File: config.mk
export PLATFORM = sky130hd
export DESIGN_NAME = cecr_top
export DESIGN_NICKNAME = d
export VERILOG_FILES = /design/src/core/cecr_pkg.sv /design/src/core/cecr_en_delay.sv /design/src/core/cecr_rx_shift.sv /design/src/core/cecr_top.sv
export SDC_FILE = /design/constraint.sdc
export NUM_CORES = 1
export LEC_CHECK = 0
export BUFFER_PORTS_ARGS = -buffer_cell sky130_fd_sc_hd__buf_2
export CORE_AREA = 2 2 115 117
export CTS_BUF_LIST = sky130_fd_sc_hd__clkbuf_4 sky130_fd_sc_hd__clkbuf_8
export DETAILED_ROUTE_END_ITERATION = 10
export DIE_AREA = 0 0 117 119
export PLACE_DENSITY = 0.78
export SYNTH_ARGS = -nofsm -noshare
export SYNTH_HDL_FRONTEND = slang
export SYNTH_SLANG_ARGS = --single-unit
File: constraint.sdc
create_clock -name i_ref_clk -period 2.25 [get_ports i_ref_clk]
set_input_delay 0.3375 -clock i_ref_clk [delete_from_list [all_inputs] [get_ports i_ref_clk]]
set_output_delay 0.3375 -clock i_ref_clk [all_outputs]
set_load 0.1 [all_outputs]
File: src/core/cecr_pkg.sv
// Shared constants and types of the consumer-control receive/reset slice
package cecr_pkg;

   // Register byte offsets
   localparam logic [7:0] CECR_OFS_MODULE_ENABLE = 8'h00;
   localparam logic [7:0] CECR_OFS_LOGICAL_ADDR = 8'h04;
   localparam logic [7:0] CECR_OFS_SOFT_RESET = 8'h08;
   localparam logic [7:0] CECR_OFS_RX_ENABLE = 8'h0c;
   localparam logic [7:0] CECR_OFS_RX_BUFFER = 8'h10;
   localparam logic [7:0] CECR_OFS_RX_CTRL_ONE = 8'h14;
   localparam logic [7:0] CECR_OFS_RX_CTRL_TWO = 8'h18;
   localparam logic [7:0] CECR_OFS_RX_CTRL_THREE = 8'h1c;
   localparam logic [7:0] CECR_OFS_IRQ_STATUS = 8'h40;
   localparam logic [7:0] CECR_OFS_IRQ_ENABLE = 8'h44;
   localparam logic [7:0] CECR_OFS_IRQ_CLEAR = 8'h48;

   // Field positions and widths
   localparam int CECR_BIT_MODULE_ENABLE = 0;
   localparam int CECR_BIT_SOFT_RESET = 0;
   localparam int CECR_BIT_RX_ENABLE = 0;
   localparam int CECR_MODULE_ENABLE_W = 3;
   localparam int CECR_LOGICAL_ADDR_W = 16;
   localparam int CECR_RX_CTRL_ONE_W = 25;
   localparam int CECR_RX_CTRL_TWO_W = 15;
   localparam int CECR_RX_CTRL_THREE_W = 24;
   localparam int CECR_IRQ_W = 2;
   localparam int CECR_IRQ_BYTE_DONE = 0;
   localparam int CECR_IRQ_OVERWRITE = 1;

   // Reset values
   localparam logic [31:0] CECR_RST_ZERO = 32'h0000_0000;
   localparam logic [2:0] CECR_RST_MODULE_ENABLE = 3'h0;

   // Counts of stages and bits
   localparam int CECR_RX_EN_STAGES = 2;
   localparam int CECR_DATA_BITS = 8;
   localparam int CECR_BLOCK_BITS = 10;
   localparam logic [3:0] CECR_LAST_BIT = 4'(CECR_BLOCK_BITS - 1);

   typedef struct packed {
      logic psel;
      logic penable;
      logic pwrite;
      logic [7:0] paddr;
      logic [31:0] pwdata;
   } cecr_apb_req_t;

   // One received block: ack at 9, eom at 8, data at 7..0
   typedef struct packed {
      logic ack;
      logic eom;
      logic [7:0] data;
   } cecr_rx_block_t;

endpackage

File: src/core/cecr_en_delay.sv
// Delay chain that carries the receive enable to the receive circuit
`timescale 1ns/1ps
module cecr_en_delay #(
   parameter int STAGES = 2
) (
   // Clock and reset
   input wire logic i_ref_clk,
   input wire logic i_reset_n,
   // Control
   input wire logic i_clr,
   input wire logic i_adv,
   input wire logic i_req,
   // Result
   output logic o_active
);
   logic [STAGES-1:0] stage_ff;

   always_ff @(posedge i_ref_clk or negedge i_reset_n) begin
      if (!i_reset_n) begin
         stage_ff <= '0;
      end else if (i_clr) begin
         stage_ff <= '0;
      end else if (i_adv) begin
         stage_ff <= {stage_ff[STAGES-2:0], i_req};
      end
   end

   assign o_active = stage_ff[STAGES-1];
endmodule

File: src/core/cecr_rx_shift.sv
// Assembles decoded line bits into one received block
`timescale 1ns/1ps
module cecr_rx_shift
   import cecr_pkg::*;
(
   // Clock and reset
   input wire logic i_ref_clk,
   input wire logic i_reset_n,
   // Control
   input wire logic i_clr,
   input wire logic i_run,
   // Decoded bits
   input wire logic i_bit_stb,
   input wire logic i_bit_val,
   // Result
   output logic o_done,
   output cecr_pkg::cecr_rx_block_t o_block
);
   logic [3:0] bit_cnt_ff;
   logic [CECR_BLOCK_BITS-1:0] shift_ff;
   logic done_ff;

   // Bits arrive data first (msb first), then eom, then ack
   always_ff @(posedge i_ref_clk or negedge i_reset_n) begin
      if (!i_reset_n) begin
         bit_cnt_ff <= '0;
         shift_ff <= '0;
         done_ff <= 1'b0;
      end else if (i_clr || !i_run) begin
         bit_cnt_ff <= '0;
         shift_ff <= '0;
         done_ff <= 1'b0;
      end else begin
         done_ff <= 1'b0;
         if (i_bit_stb) begin
            shift_ff <= {shift_ff[CECR_BLOCK_BITS-2:0], i_bit_val};
            if (bit_cnt_ff == CECR_LAST_BIT) begin
               bit_cnt_ff <= '0;
               done_ff <= 1'b1;
            end else begin
               bit_cnt_ff <= bit_cnt_ff + 4'h1;
            end
         end
      end
   end

   assign o_done = done_ff;
   assign o_block.data = shift_ff[CECR_BLOCK_BITS-1 -: CECR_DATA_BITS];
   assign o_block.eom = shift_ff[1];
   assign o_block.ack = shift_ff[0];
endmodule

File: src/core/cecr_top.sv
// Receive control, soft reset and receive buffer with APB register access
//
// Design decisions made here: the placing of the registers and the APB interface to the registers.
`timescale 1ns/1ps
module cecr_top
   import cecr_pkg::*;
(
   // Clock and reset
   input wire logic i_ref_clk,
   input wire logic i_reset_n,
   // APB slave
   input cecr_pkg::cecr_apb_req_t i_apb,
   output logic [31:0] o_prdata,
   output logic o_pready,
   output logic o_pslverr,
   // Decoded bits from the line timing front end
   input wire logic i_rx_bit_stb,
   input wire logic i_rx_bit_val,
   // Drive request from the transmitter
   input wire logic i_tx_drive_low,
   // Bus line (open drain: output always low, enable pulls the line)
   output logic o_line_out,
   output logic o_line_oe,
   // To the rest of the unit
   output logic o_unit_soft_reset,
   output logic o_module_enable,
   output logic [CECR_RX_CTRL_ONE_W-1:0] o_rx_ctrl_one,
   output logic [CECR_RX_CTRL_TWO_W-1:0] o_rx_ctrl_two,
   output logic [CECR_RX_CTRL_THREE_W-1:0] o_rx_ctrl_three,
   output logic [CECR_LOGICAL_ADDR_W-1:0] o_logical_addr,
   output logic o_rx_active,
   output logic o_irq
);
   logic [2:0] module_enable_ff;
   logic [CECR_LOGICAL_ADDR_W-1:0] logical_addr_ff;
   logic [CECR_RX_CTRL_ONE_W-1:0] rx_ctrl_one_ff;
   logic [CECR_RX_CTRL_TWO_W-1:0] rx_ctrl_two_ff;
   logic [CECR_RX_CTRL_THREE_W-1:0] rx_ctrl_three_ff;
   logic rx_enable_req_ff;
   cecr_rx_block_t rx_buffer_ff;
   logic [CECR_IRQ_W-1:0] irq_status_ff;
   logic [CECR_IRQ_W-1:0] irq_enable_ff;
   logic irq_ff;
   logic pready_ff;
   logic pslverr_ff;
   logic [31:0] prdata_ff;
   logic line_oe_ff;
   logic unit_srst_ff;
   logic rx_active_ff;

   logic clk_en;
   logic access;
   logic commit_wr;
   logic soft_rst;
   logic rx_active;
   logic rx_done;
   cecr_rx_block_t rx_block;
   logic [CECR_IRQ_W-1:0] irq_set;
   logic [CECR_IRQ_W-1:0] irq_clr;
   logic [31:0] nxt_prdata;
   logic nxt_slverr;

   // Everything but the enable register and the APB answer is frozen while the unit is off; the bit assembler is cleared
   assign clk_en = module_enable_ff[CECR_BIT_MODULE_ENABLE];

   assign access = i_apb.psel && i_apb.penable;
   // A write takes effect at the edge where pready is sampled high
   assign commit_wr = access && pready_ff && i_apb.pwrite;

   // One-shot: exists only in the cycle of the committing write
   assign soft_rst = clk_en && commit_wr && (i_apb.paddr == CECR_OFS_SOFT_RESET)
                     && i_apb.pwdata[CECR_BIT_SOFT_RESET];

   // APB handshake: one wait state, answer registered
   always_ff @(posedge i_ref_clk or negedge i_reset_n) begin
      if (!i_reset_n) begin
         pready_ff <= 1'b0;
      end else begin
         pready_ff <= access && !pready_ff;
      end
   end

   always_comb begin
      nxt_prdata = CECR_RST_ZERO;
      nxt_slverr = 1'b0;
      case (i_apb.paddr)
         CECR_OFS_MODULE_ENABLE: nxt_prdata[2:0] = module_enable_ff;
         CECR_OFS_LOGICAL_ADDR: nxt_prdata[CECR_LOGICAL_ADDR_W-1:0] = logical_addr_ff;
         // Write-only trigger reads zero
         CECR_OFS_SOFT_RESET: nxt_prdata = CECR_RST_ZERO;
         // Reads back the receive circuit, not the written request
         CECR_OFS_RX_ENABLE: nxt_prdata[CECR_BIT_RX_ENABLE] = rx_active;
         CECR_OFS_RX_BUFFER: nxt_prdata[CECR_BLOCK_BITS-1:0] = rx_buffer_ff;
         CECR_OFS_RX_CTRL_ONE: nxt_prdata[CECR_RX_CTRL_ONE_W-1:0] = rx_ctrl_one_ff;
         CECR_OFS_RX_CTRL_TWO: nxt_prdata[CECR_RX_CTRL_TWO_W-1:0] = rx_ctrl_two_ff;
         CECR_OFS_RX_CTRL_THREE: nxt_prdata[CECR_RX_CTRL_THREE_W-1:0] = rx_ctrl_three_ff;
         CECR_OFS_IRQ_STATUS: nxt_prdata[CECR_IRQ_W-1:0] = irq_status_ff;
         CECR_OFS_IRQ_ENABLE: nxt_prdata[CECR_IRQ_W-1:0] = irq_enable_ff;
         CECR_OFS_IRQ_CLEAR: nxt_prdata = CECR_RST_ZERO;
         default: nxt_slverr = 1'b1;
      endcase
   end

   always_ff @(posedge i_ref_clk or negedge i_reset_n) begin
      if (!i_reset_n) begin
         prdata_ff <= CECR_RST_ZERO;
         pslverr_ff <= 1'b0;
      end else if (access && !pready_ff) begin
         prdata_ff <= i_apb.pwrite ? CECR_RST_ZERO : nxt_prdata;
         pslverr_ff <= nxt_slverr;
      end else begin
         prdata_ff <= CECR_RST_ZERO;
         pslverr_ff <= 1'b0;
      end
   end

   // Enable register: clocked always and untouched by soft reset
   always_ff @(posedge i_ref_clk or negedge i_reset_n) begin
      if (!i_reset_n) begin
         module_enable_ff <= CECR_RST_MODULE_ENABLE;
      end else if (commit_wr && i_apb.paddr == CECR_OFS_MODULE_ENABLE) begin
         module_enable_ff <= i_apb.pwdata[2:0];
      end
   end

   // Settings registers
   always_ff @(posedge i_ref_clk or negedge i_reset_n) begin
      if (!i_reset_n) begin
         logical_addr_ff <= '0;
         rx_ctrl_one_ff <= '0;
         rx_ctrl_two_ff <= '0;
         rx_ctrl_three_ff <= '0;
         irq_enable_ff <= '0;
      end else if (soft_rst) begin
         logical_addr_ff <= '0;
         rx_ctrl_one_ff <= '0;
         rx_ctrl_two_ff <= '0;
         rx_ctrl_three_ff <= '0;
         irq_enable_ff <= '0;
      end else if (clk_en && commit_wr) begin
         case (i_apb.paddr)
            CECR_OFS_LOGICAL_ADDR: logical_addr_ff <= i_apb.pwdata[CECR_LOGICAL_ADDR_W-1:0];
            // Written before the receiver is armed; not guarded here
            CECR_OFS_RX_CTRL_ONE: rx_ctrl_one_ff <= i_apb.pwdata[CECR_RX_CTRL_ONE_W-1:0];
            CECR_OFS_RX_CTRL_TWO: rx_ctrl_two_ff <= i_apb.pwdata[CECR_RX_CTRL_TWO_W-1:0];
            CECR_OFS_RX_CTRL_THREE: rx_ctrl_three_ff <= i_apb.pwdata[CECR_RX_CTRL_THREE_W-1:0];
            CECR_OFS_IRQ_ENABLE: irq_enable_ff <= i_apb.pwdata[CECR_IRQ_W-1:0];
            default: ;
         endcase
      end
   end

   // Receive enable request
   always_ff @(posedge i_ref_clk or negedge i_reset_n) begin
      if (!i_reset_n) begin
         rx_enable_req_ff <= 1'b0;
      end else if (soft_rst) begin
         rx_enable_req_ff <= 1'b0;
      end else if (clk_en && commit_wr && i_apb.paddr == CECR_OFS_RX_ENABLE) begin
         rx_enable_req_ff <= i_apb.pwdata[CECR_BIT_RX_ENABLE];
      end
   end

   // The request needs a few cycles to reach the receive circuit
   cecr_en_delay #(
      .STAGES(CECR_RX_EN_STAGES)
   ) u_en_delay (
      .i_ref_clk(i_ref_clk),
      .i_reset_n(i_reset_n),
      .i_clr(soft_rst),
      .i_adv(clk_en),
      .i_req(rx_enable_req_ff),
      .o_active(rx_active)
   );

   cecr_rx_shift u_rx_shift (
      .i_ref_clk(i_ref_clk),
      .i_reset_n(i_reset_n),
      .i_clr(soft_rst),
      .i_run(clk_en && rx_active),
      .i_bit_stb(i_rx_bit_stb),
      .i_bit_val(i_rx_bit_val),
      .o_done(rx_done),
      .o_block(rx_block)
   );

   // Buffer is loaded only by the receiver; bus writes never reach it
   always_ff @(posedge i_ref_clk or negedge i_reset_n) begin
      if (!i_reset_n) begin
         rx_buffer_ff <= '0;
      end else if (soft_rst) begin
         rx_buffer_ff <= '0;
      end else if (clk_en && rx_done) begin
         rx_buffer_ff <= rx_block;
      end
   end

   // Sticky events; a set in the clearing cycle wins
   assign irq_set[CECR_IRQ_BYTE_DONE] = clk_en && rx_done;
   assign irq_set[CECR_IRQ_OVERWRITE] = clk_en && rx_done && irq_status_ff[CECR_IRQ_BYTE_DONE];
   assign irq_clr = (clk_en && commit_wr && i_apb.paddr == CECR_OFS_IRQ_CLEAR) ?
                    i_apb.pwdata[CECR_IRQ_W-1:0] : '0;

   always_ff @(posedge i_ref_clk or negedge i_reset_n) begin
      if (!i_reset_n) begin
         irq_status_ff <= '0;
         irq_ff <= 1'b0;
      end else if (soft_rst) begin
         irq_status_ff <= '0;
         irq_ff <= 1'b0;
      end else if (clk_en) begin
         irq_status_ff <= (irq_status_ff & ~irq_clr) | irq_set;
         irq_ff <= |(((irq_status_ff & ~irq_clr) | irq_set) & irq_enable_ff);
      end
   end

   // Line drive: dropped in the reset cycle and held off while the
   // transmitter is being reset, so no partial bit is finished
   always_ff @(posedge i_ref_clk or negedge i_reset_n) begin
      if (!i_reset_n) begin
         line_oe_ff <= 1'b0;
         unit_srst_ff <= 1'b0;
      end else begin
         unit_srst_ff <= soft_rst;
         if (soft_rst || unit_srst_ff) begin
            line_oe_ff <= 1'b0;
         end else if (clk_en) begin
            line_oe_ff <= i_tx_drive_low;
         end
      end
   end

   always_ff @(posedge i_ref_clk or negedge i_reset_n) begin
      if (!i_reset_n) begin
         rx_active_ff <= 1'b0;
      end else begin
         rx_active_ff <= rx_active;
      end
   end

   assign o_prdata = prdata_ff;
   assign o_pready = pready_ff;
   assign o_pslverr = pslverr_ff;
   assign o_line_out = 1'b0;
   assign o_line_oe = line_oe_ff;
   assign o_unit_soft_reset = unit_srst_ff;
   assign o_module_enable = module_enable_ff[CECR_BIT_MODULE_ENABLE];
   assign o_rx_ctrl_one = rx_ctrl_one_ff;
   assign o_rx_ctrl_two = rx_ctrl_two_ff;
   assign o_rx_ctrl_three = rx_ctrl_three_ff;
   assign o_logical_addr = logical_addr_ff;
   assign o_rx_active = rx_active_ff;
   assign o_irq = irq_ff;
endmodule

# After elaboration in Yosys (flattened, before gate mapping)
# Index checks and enable logic that the tools add are counted.
# totals
ff_bits	153
latchBits	0
ram_bits	0
rom_bits	0
input_bits	48
out_inout_bits	120
mem_count	0
# op_classes
add_sub_neg	1
mul	0
div	0
magnitude_cmp	0
n_eq_ne	11
shifts	0
n_mux	48
n_bitwise	4
reduce_logical	36
# ops
operator	n
2-to-1 mux 25 bit	5
2-to-1 mux 24 bit	3
2-to-1 mux 16 bit	3
2-to-1 mux 15 bit	3
2-to-1 mux 10 bit	4
one-hot mux 7 bit (5 select lines)	1
equality test 8 x 5 -> 1 bit, second input constant	4
equality test 8 x 7 -> 1 bit, second input constant	3
nonzero test 2 bit	11
one-hot mux 5 bit (4 select lines)	1
equality test 8 x 4 -> 1 bit, second input constant	2
2-to-1 mux 2 bit	8
one-hot mux 8 bit (2 select lines)	1
logical AND 1 bit	13
2-to-1 mux 1 bit	12
2-to-1 mux 4 bit	3
OR reduction 11 bit	1
AND reduction 2 bit	5
one-hot mux 1 bit (9 select lines)	1
equality test 8 x 3 -> 1 bit, second input constant	1
zero test 8 bit	1
one-hot mux 1 bit (8 select lines)	1
one-hot mux 1 bit (6 select lines)	1
adder 4 x 1 -> 4 bit, second input constant	1
8 further kinds	11

# Longest topological paths before layout
# Gate-level depths: netlist of run 1.
# depth
depth_word	13
ltp_mapped	7
depth_no_buf	6

# Cells and area by module
# From an unflattened synthesis of run 1, not the netlist that was laid out.
# hier_totals
hier_cells	607
hier_area_um2	6661.4
# by_module_without_submodules
mod	n_inst	cells_per_inst	area_each_um2	seq_area_each_um2
cecr_top	1	540	5905.7	3228.1
cecr_rx_shift	1	61	678.2	375.4
cecr_en_delay	1	6	77.6	50.0

# Least setup slack after synthesis of run 1
# No wires, ideal clock.
# synth_timing
path_kind	reg2reg
startpoint	register pready_ff (netlist: o_pready)
endpoint	register rx_ctrl_two_ff[10] (netlist: o_rx_ctrl_two[10])
t_arrival_ns	2.338
required_ns	2.128
path_slack_ns	-0.210
stages_incl_launch_ff	7
period_less_slack_ns	2.460
path_cell_list	dfrtp_1 > and4_1 > buf_1 > nand4_2 > buf_2 > mux2i_1 > nor2_1
# synth_via
elab_chain_len	7
elab_cells_between_ends	9
cone_classes	mux: 1; reduce/logical: 8
# synth_lines
element	line_no	source
start, declared	cecr_top.sv:44	logic pready_ff;
start signal, assigned	cecr_top.sv:79	pready_ff <= access && !pready_ff;
logical AND 1 bit * (2 in a row)	cecr_top.sv:68	assign commit_wr = access && pready_ff && i_apb.pwrite;
logical AND 1 bit *	cecr_top.sv:71, cecr_top.sv:140	
logical AND 1 bit	cecr_top.sv:71	assign soft_rst = clk_en && commit_wr && (i_apb.paddr == CECR_OFS_SOFT_RESET)
logical AND 1 bit	cecr_top.sv:72	&& i_apb.pwdata[CECR_BIT_SOFT_RESET];
nonzero test 2 bit (no source line)	n/a	
AND reduction 2 bit (no source line)	n/a	
end signal, assigned	cecr_top.sv:145	CECR_OFS_RX_CTRL_TWO: rx_ctrl_two_ff <= i_apb.pwdata[CECR_RX_CTRL_TWO_W-1:0];
end, declared	cecr_top.sv:37	logic [CECR_RX_CTRL_TWO_W-1:0] rx_ctrl_two_ff;
# Every way passes the cells marked *; elsewhere a longest branch is shown, timed or not.
# A chain may end at the register's enable or synchronous reset.

# Final worst setup path of run 1
# layout_timing
startpoint	register module_enable_ff[0]
endpoint	output port o_module_enable
# layout_lines
element	line_no	source
start, declared	cecr_top.sv:34	logic [2:0] module_enable_ff;
start signal, assigned	cecr_top.sv:122	module_enable_ff <= i_apb.pwdata[2:0];
end, declared	cecr_top.sv:26	output logic o_module_enable,
# No word-level cell between the ends.

==> impl_metrics.csv, run 1 <==
group,metric,value,unit
cells_and_area,postLayoutCellArea,8250,um2
power,power,5.04,mW
sta,whs,0.134,ns
placed_design,post-place-ws,0.264,ns
route,via_count,6098,
logic_synthesis,synth_edf_count,0,
clock_network,clk_path_buf_depth,2,
cells_and_area,diodes,0,
placed_design,dpl.cell_count,981,
clock_network,clk_pin_slew_worst_paths,0.07,ns
global_routing,met1_usage,38.5,%
outcome,outcome,"finished, final reports clean",
critical_path,slowest_stage,"dfrtp_1",
sta,worst_clock_skew,0.00795,ns
critical_path,crit_path_end_kind,"output port",
route,drt_iter0_drc,560,
floorplan,fp.dieH,119,um
critical_path,crit_required,1.91,ns
logic_synthesis,yosysMostFrequentCell,"dfrtp_1",
power,irDropWorstVdd,0.472,mV
logic_synthesis,synthDominantCellAreaShare,53.1,%
logic_synthesis,ys_seq_area_share,53.1,%
clock_network,cts-root-buf,"clkbuf_8",
sta,slew_viol_final,0,
floorplan,start_util,53.5,%
route,totalWireLength,19000,um
power,leakage,4.10,nW
sta,setup_viol,0,
critical_path,crit_arrival,1.71,ns
critical_path,crit_path_max_incr_delay,0.73,ns
sta,setup_tns,0,ns
clock_network,cts_tree,"done",
placed_design,gp_congestion,0.888,
cells_and_area,stdcell_count,1014,
logic_synthesis,synthesis.area,6880,um2
route,drcViolationCount,0,
power,p_int,3.84,mW
power,seqPwrFrac,52.2,%
global_routing,grt_first_pass_wirelength,30300,um
route,drt_pass1_iterations,6,
logic_synthesis,ys_types,52,
route,via_per_inst,6.01,
critical_path,crit_fanout,18,
cells_and_area,nets,875,
clock_network,clock_sinks,146,
floorplan,ios,168,
sta,rsz0062_at_grt,"false",
route,ant_nets,0,
critical_path,cp-start-kind,"register",
cells_and_area,drive_above_1_share,29.1,%
clock_network,insertion_delay,0.45,ns
logic_synthesis,avgSynthCellArea,10.0,um2
sta,hold_violations,0,
floorplan,rows,42,
power,power.share.clock,41.3,%
floorplan,dieArea,13900,um2
clock_network,h-tree-depth,4,
clock_network,cts_resized,0,
cells_and_area,syn2layout_area_growth,19.8,%
cells_and_area,utilization,64.1,%
logic_synthesis,async_reset_ff_share,100,%
sta,min_period_over_period,91.2,%
power,p_switching,1.20,mW
logic_synthesis,synth_commonest_cells,"dfrtp_1 (146), nand3_1 (84), a21oi_1 (78)",
global_routing,gr-usage-all-layers,28.2,%
global_routing,grt_pass1_vias,5912,
logic_synthesis,synth_top_area_cell,"dfrtp_1",
power,p_per_area,611,nW/um2
global_routing,grtUsageMet3,5.70,%
critical_path,crit_family,"flip-flops",
global_routing,antenna_found_initial,1,
route,post_drt_wl_per_cell,18.7,um
critical_path,path_cells,"buf_2",
floorplan,die-width,117,um
cells_and_area,fill_cells,1041,
power,switching_share,23.9,%
sta,worst_pin_slew,0.626,ns
logic_synthesis,synth_flop_cell,"dfrtp_1",
logic_synthesis,ys_ff_latch,146,
clock_network,cts_setup_buffers,0,
power,p_comb_share,6.6,%
sta,slew_headroom,58.1,%
clock_network,numCtsBuffers,17,
sta,min_period,2.05,ns
placed_design,dp_hpwl,12800,um
placed_design,placed_area,7830,um2
global_routing,grtUsageMet2,44.0,%
sta,setup_slack,0.199,ns
global_routing,grt_overflow,0,
sta,fmax,0.487,GHz
critical_path,critical_path_class,"register to output port",
job,maxCapViolations,0,
min_path,hold_class,"input port to register",
floorplan,core_area,12900,um2
logic_synthesis,synthCells,685,
global_routing,top_usage_layer,"met2",
placed_design,port_buffers,152,
logic_synthesis,synth_area_leaders,"dfrtp_1 (53%), nand3_1 (6.1%), a21oi_1 (5.7%)",
logic_synthesis,synth_warnings,0,
global_routing,grt_max_degree,78,
critical_path,path_buf_inv,1,
## worst paths after layout
kind | startpoint | to | slack [ns] | depth (start not counted)
setup reg to reg | o_pready | o_rx_ctrl_two[4] | 0.35 | 5
hold reg to reg | o_unit_soft_reset | o_line_oe | 0.46 | 1
setup / recovery | module_enable_ff[0] | o_module_enable | 0.20 | 1
min in group asynchronous | i_reset_n | o_prdata[18] | 0.45 | 2
max in group asynchronous | i_reset_n | o_logical_addr[9] | 1.11 | 3
hold / removal | i_apb[41] | o_pready | 0.13 | 3
## power by group through the flow
stage / clock [mW] / sequential (mW) / combinational (mW)
floorplan: 0 / 2.70 / 0.172
detailed placement: 0 / 2.68 / 0.328
finish: 2.08 / 2.63 / 0.330
global route: 2.22 / 2.63 / 0.356
CTS: 2.11 / 2.63 / 0.330
global placement: 0 / 2.68 / 0.323
## kinds of logic after synthesis
| group | Yosys count | synth area share, % |
|---|---|---|
| AND/OR/NAND/NOR | 248 | 18.1 |
| AO/OA/AOI/OAI | 168 | 14.4 |
| flip-flops | 146 | 53.1 |
| buffers and inverters | 75 | 6.00 |
| multiplexers | 45 | 8.03 |
| adder cells (fa/ha/maj) | 2 | 0.363 |
| other | 1 | 0.0545 |
## cells in the final DEF, fill, tap and decap left out, drive strengths merged, types with 3 or more instances in the layout
| cell | netlist | final |
|---|---|---|
| nor3 | 9 | 9 |
| o21ai | 40 | 40 |
| dfrtp | 146 | 146 |
| mux2i | 26 | 26 |
| and2 | 3 | 3 |
| clkinvlp | 0 | 3 |
| a21oi | 78 | 78 |
| a22o | 10 | 10 |
| buf | 41 | 180 |
| nand3 | 84 | 84 |
| nand2 | 66 | 66 |
| mux4 | 7 | 7 |
| clkbuf | 26 | 24 |
| inv | 8 | 9 |
| nor4 | 4 | 4 |
| a41oi | 3 | 3 |
| a22oi | 22 | 22 |
| nor4b | 4 | 4 |
| mux2 | 12 | 12 |
| nand4 | 8 | 8 |
| o211ai | 4 | 4 |
| nor2 | 57 | 57 |
| conb | 1 | 8 |
## flip-flops by register name (all words and copies together), names as in the netlist, 4 cells and up
name	count
o_logical_addr	16
o_prdata	25
o_rx_ctrl_one	25
o_rx_ctrl_three	24
o_rx_ctrl_two	15
rx_buffer_ff	10
u_rx_shift.bit_cnt_ff	4
u_rx_shift.shift_ff	10
## metal layers
| metal | up-vias | share of wire, % | wire [um] |
|---|---|---|---|
| met5 | - | 0.058 | 11 |
| li1 | 2707 | - | - |
| met1 | 3006 | 40 | 7640 |
| met3 | 40 | 8.4 | 1600 |
| met2 | 343 | 49 | 9250 |
| met4 | 2 | 2.5 | 478 |
## layout make-up
type | count | area [um2] | area share, %
clock inverters | 8 | 101 | 1.23
multi-input cells | 471 | 2850 | 34.5
repair buffers | 181 | 1090 | 13.2
inverters | 8 | 30.0 | 0.364
clock buffers | 24 | 305 | 3.70
flip-flops and latches | 146 | 3650 | 44.3
well taps | 176 | 220 | 2.67
## timing repair
| action | in CTS | in global routing |
|---|---|---|
| setup endpoints to repair | 0 | 0 |
| hold buffers | 1 | 0 |
| endpoints found under the hold margin | 61 | 0 |
Power figures use the tool's default switching activity.
==> inputs of run 2 (changes only) <==
ABC_AREA = 1   (was unset)
CORE_AREA = 2 2 112 114   (was 2 2 115 117)
DIE_AREA = 0 0 114 116   (was 0 0 117 119)
clock period = 2.61 ns   (was 2.25 ns; I/O delays follow)
==> run 2 against run 1 <==
  * Core utilization increased by 1.6 points
  * Setup slack improved by 0.34 ns
  * Critical path depth increased by 5
  * Combinational power decreased by 24%
  * Clock-buffer cell count decreased by 2
  * Sequential cell count unchanged
  * Synthesized cell count increased by 5.5%
  * First-iteration DRC count decreased by 15%
  * Clock power about the same
  * Wire length decreased by 13%
  * Power decreased by 8.7%
  * Non-clock buffer count decreased by 8
  * Critical path type is now register to register
==> impl_metrics.csv, run 2 <==
group,metric,value,unit
route,totalWireLength,16500,um
outcome,outcome,"finished, final reports clean",
logic_synthesis,synthesis.area,6430,um2
logic_synthesis,synthCells,723,
clock_network,cts-root-buf,"clkbuf_8",
clock_network,cts_resized,0,
logic_synthesis,ys_ff_latch,146,
route,drt_iter0_drc,474,
global_routing,gr-usage-all-layers,25.7,%
logic_synthesis,async_reset_ff_share,100,%
min_path,hold_class,"input port to register",
floorplan,fp.dieH,116,um
floorplan,die-width,114,um
clock_network,clk_path_buf_depth,2,
sta,setup_tns,0,ns
placed_design,dp_hpwl,11800,um
floorplan,core_area,11900,um2
cells_and_area,diodes,0,
placed_design,port_buffers,152,
sta,worst_pin_slew,0.636,ns
clock_network,numCtsBuffers,17,
sta,min_period_over_period,79.5,%
critical_path,crit_required,2.93,ns
logic_synthesis,synth_area_leaders,"dfrtp_1 (57%), nand2_1 (9.9%), inv_1 (4.5%)",
cells_and_area,drive_above_1_share,27.7,%
clock_network,clk_pin_slew_worst_paths,0.08,ns
floorplan,start_util,54.0,%
route,via_per_inst,5.35,
global_routing,grt_max_degree,91,
job,maxCapViolations,0,
clock_network,clock_sinks,146,
placed_design,dpl.cell_count,1010,
route,drcViolationCount,0,
logic_synthesis,synth_edf_count,0,
cells_and_area,fill_cells,980,
logic_synthesis,yosysMostFrequentCell,"nand2_1",
clock_network,cts_tree,"done",
power,power,4.60,mW
power,irDropWorstVdd,0.363,mV
cells_and_area,nets,933,
critical_path,r2r_slack,0.53,ns
sta,slew_headroom,57.3,%
cells_and_area,mostFrequentLayoutCell,"nand2_1",
critical_path,worstReg2RegStart,"module_enable_ff[0]",
critical_path,worst_r2r_endpoint,"o_rx_ctrl_three[3]",
logic_synthesis,avgSynthCellArea,8.90,um2
floorplan,rows,40,
floorplan,dieArea,13200,um2
sta,setup_slack,0.535,ns
logic_synthesis,synth_top_area_cell,"dfrtp_1",
clock_network,h-tree-depth,4,
clock_network,insertion_delay,0.45,ns
sta,min_period,2.08,ns
min_path,hold_start,"i_rx_bit_val",
logic_synthesis,synth_warnings,0,
global_routing,grt_first_pass_wirelength,26000,um
cells_and_area,syn2layout_area_growth,21.7,%
critical_path,cp-start-kind,"register",
global_routing,antenna_found_initial,0,
critical_path,r2r_cells,6,
sta,setup_viol,0,
global_routing,grt_overflow,0,
critical_path,crit_path_end_kind,"register",
logic_synthesis,synthDominantCellAreaShare,56.8,%
critical_path,critical_path_class,"register to register",
cells_and_area,stdcell_count,1043,
sta,slew_viol_final,0,
route,post_drt_wl_per_cell,15.8,um
sta,hold_violations,0,
critical_path,cp-startpoint,"module_enable_ff[0]",
route,ant_nets,0,
placed_design,post-place-ws,0.427,ns
critical_path,worstSetupEndpoint,"o_rx_ctrl_three[3]",
logic_synthesis,ys_seq_area_share,56.8,%
cells_and_area,final_cell_mix,"nand2_1 (169), buf_2 (151), dfrtp_1 (146), inv_1 (77), nand3_1 (50)",
critical_path,crit_fanout,30,
sta,fmax,0.482,GHz
sta,worst_clock_skew,0.00832,ns
route,drt_pass1_iterations,6,
logic_synthesis,ys_types,31,
logic_synthesis,synth_flop_cell,"dfrtp_1",
critical_path,crit_arrival,2.39,ns
power,leakage,4.11,nW
placed_design,gp_congestion,0.866,
floorplan,ios,168,
route,via_count,5581,
global_routing,grt_pass1_vias,5136,
sta,rsz0062_at_grt,"false",
logic_synthesis,synth_commonest_cells,"nand2_1 (169), dfrtp_1 (146), inv_1 (77)",
power,p_per_area,588,nW/um2
==> run 2: cell count changes after synthesis, sizes merged, moves of 26 or more <==
cell / before / now
a21oi: 78 / 20
inv: 8 / 84
mux2i: 26 / 0
nand2: 66 / 177
nand3: 84 / 51
o21ai: 40 / 103
o22ai: 0 / 39
==> run 2: metrics by stage <==
step	cell area [um2]	utilization (%)	hold slack, ns
after floorplan	6460	-	0.0959
after global placement	7340	61.6	0.267
after detailed placement	7340	61.6	0.271
after CTS	7820	65.7	0.128
after global routing	7820	65.7	0.175
final	7820	65.7	0.144
==> run 2: timing repair <==
action / in CTS / in global routing
endpoints found under the hold margin: 25 / 0
hold buffers: 1 / 0
setup buffers: 0 / 0
==> run 2: final cells by class <==
cell class                 count  area (um2)  share of cell area (%)
multi-input combinational    460        2250                    28.8
inverter                      85         319                    4.08
tap                          147         184                    2.35
timing repair buffer         173         940                    12.0
clock inverter                10         178                    2.27
clock buffer                  22         297                    3.79
sequential                   146        3650                    46.7
==> run 2: power by group <==
group          switching [mW]  total, mW  leakage, nW  internal, mW
Sequential            0.00496       2.27         1.82          2.27
Combinational           0.205      0.252         2.05        0.0473
Clock                   0.830       2.07        0.242          1.24
==> run 2: per-layer routing <==
layer  global-route usage (%)  part of all wire, %  up-vias  wire (um)
met5                        0                    0        -          0
met2                     40.6                   48      208       7950
met1                     34.4                   44     2683       7220
met4                     11.4                  1.9        0        310
li1                         -                    -     2666          -
met3                     5.60                  6.1       24       1010
==> run 2: logic make-up (layout without fill, tap and decap cells) <==
family | after synthesis | after routing | share of synthesized area, %
AOI/OAI and AO/OA | 165 | 165 | 14.7
xor gates and xnor gates | 1 | 1 | 0.136
adders and majority gates | 2 | 2 | 0.389
buffers and inverters | 124 | 290 | 8.68
DFF | 146 | 146 | 56.8
muxes | 2 | 2 | 0.350
other | 1 | 8 | 0.0583
and+or+nand+nor | 282 | 282 | 18.9
==> run 2: how the worst min path moves through the flow <==
stage                             end  slack [ns]  depth (start not counted)
2_1_floorplan        irq_enable_ff[0]         0.1                          0
3_3_place_gp              o_prdata[8]        0.27                          1
3_5_place_dp              o_prdata[8]        0.27                          1
4_1_cts        u_rx_shift.shift_ff[0]        0.13                          3
5_1_grt        u_rx_shift.shift_ff[0]        0.18                          3
6_report       u_rx_shift.shift_ff[0]        0.14                          3
==> run 2: critical path: stages (launching register included) <==
cell and delay, ns:
dfrtp_1 0.36, inv_2 0.06, nor3_2 0.52, nand3_4 0.34, buf_4 0.34, nand2_1 0.20
o22ai_1 0.10
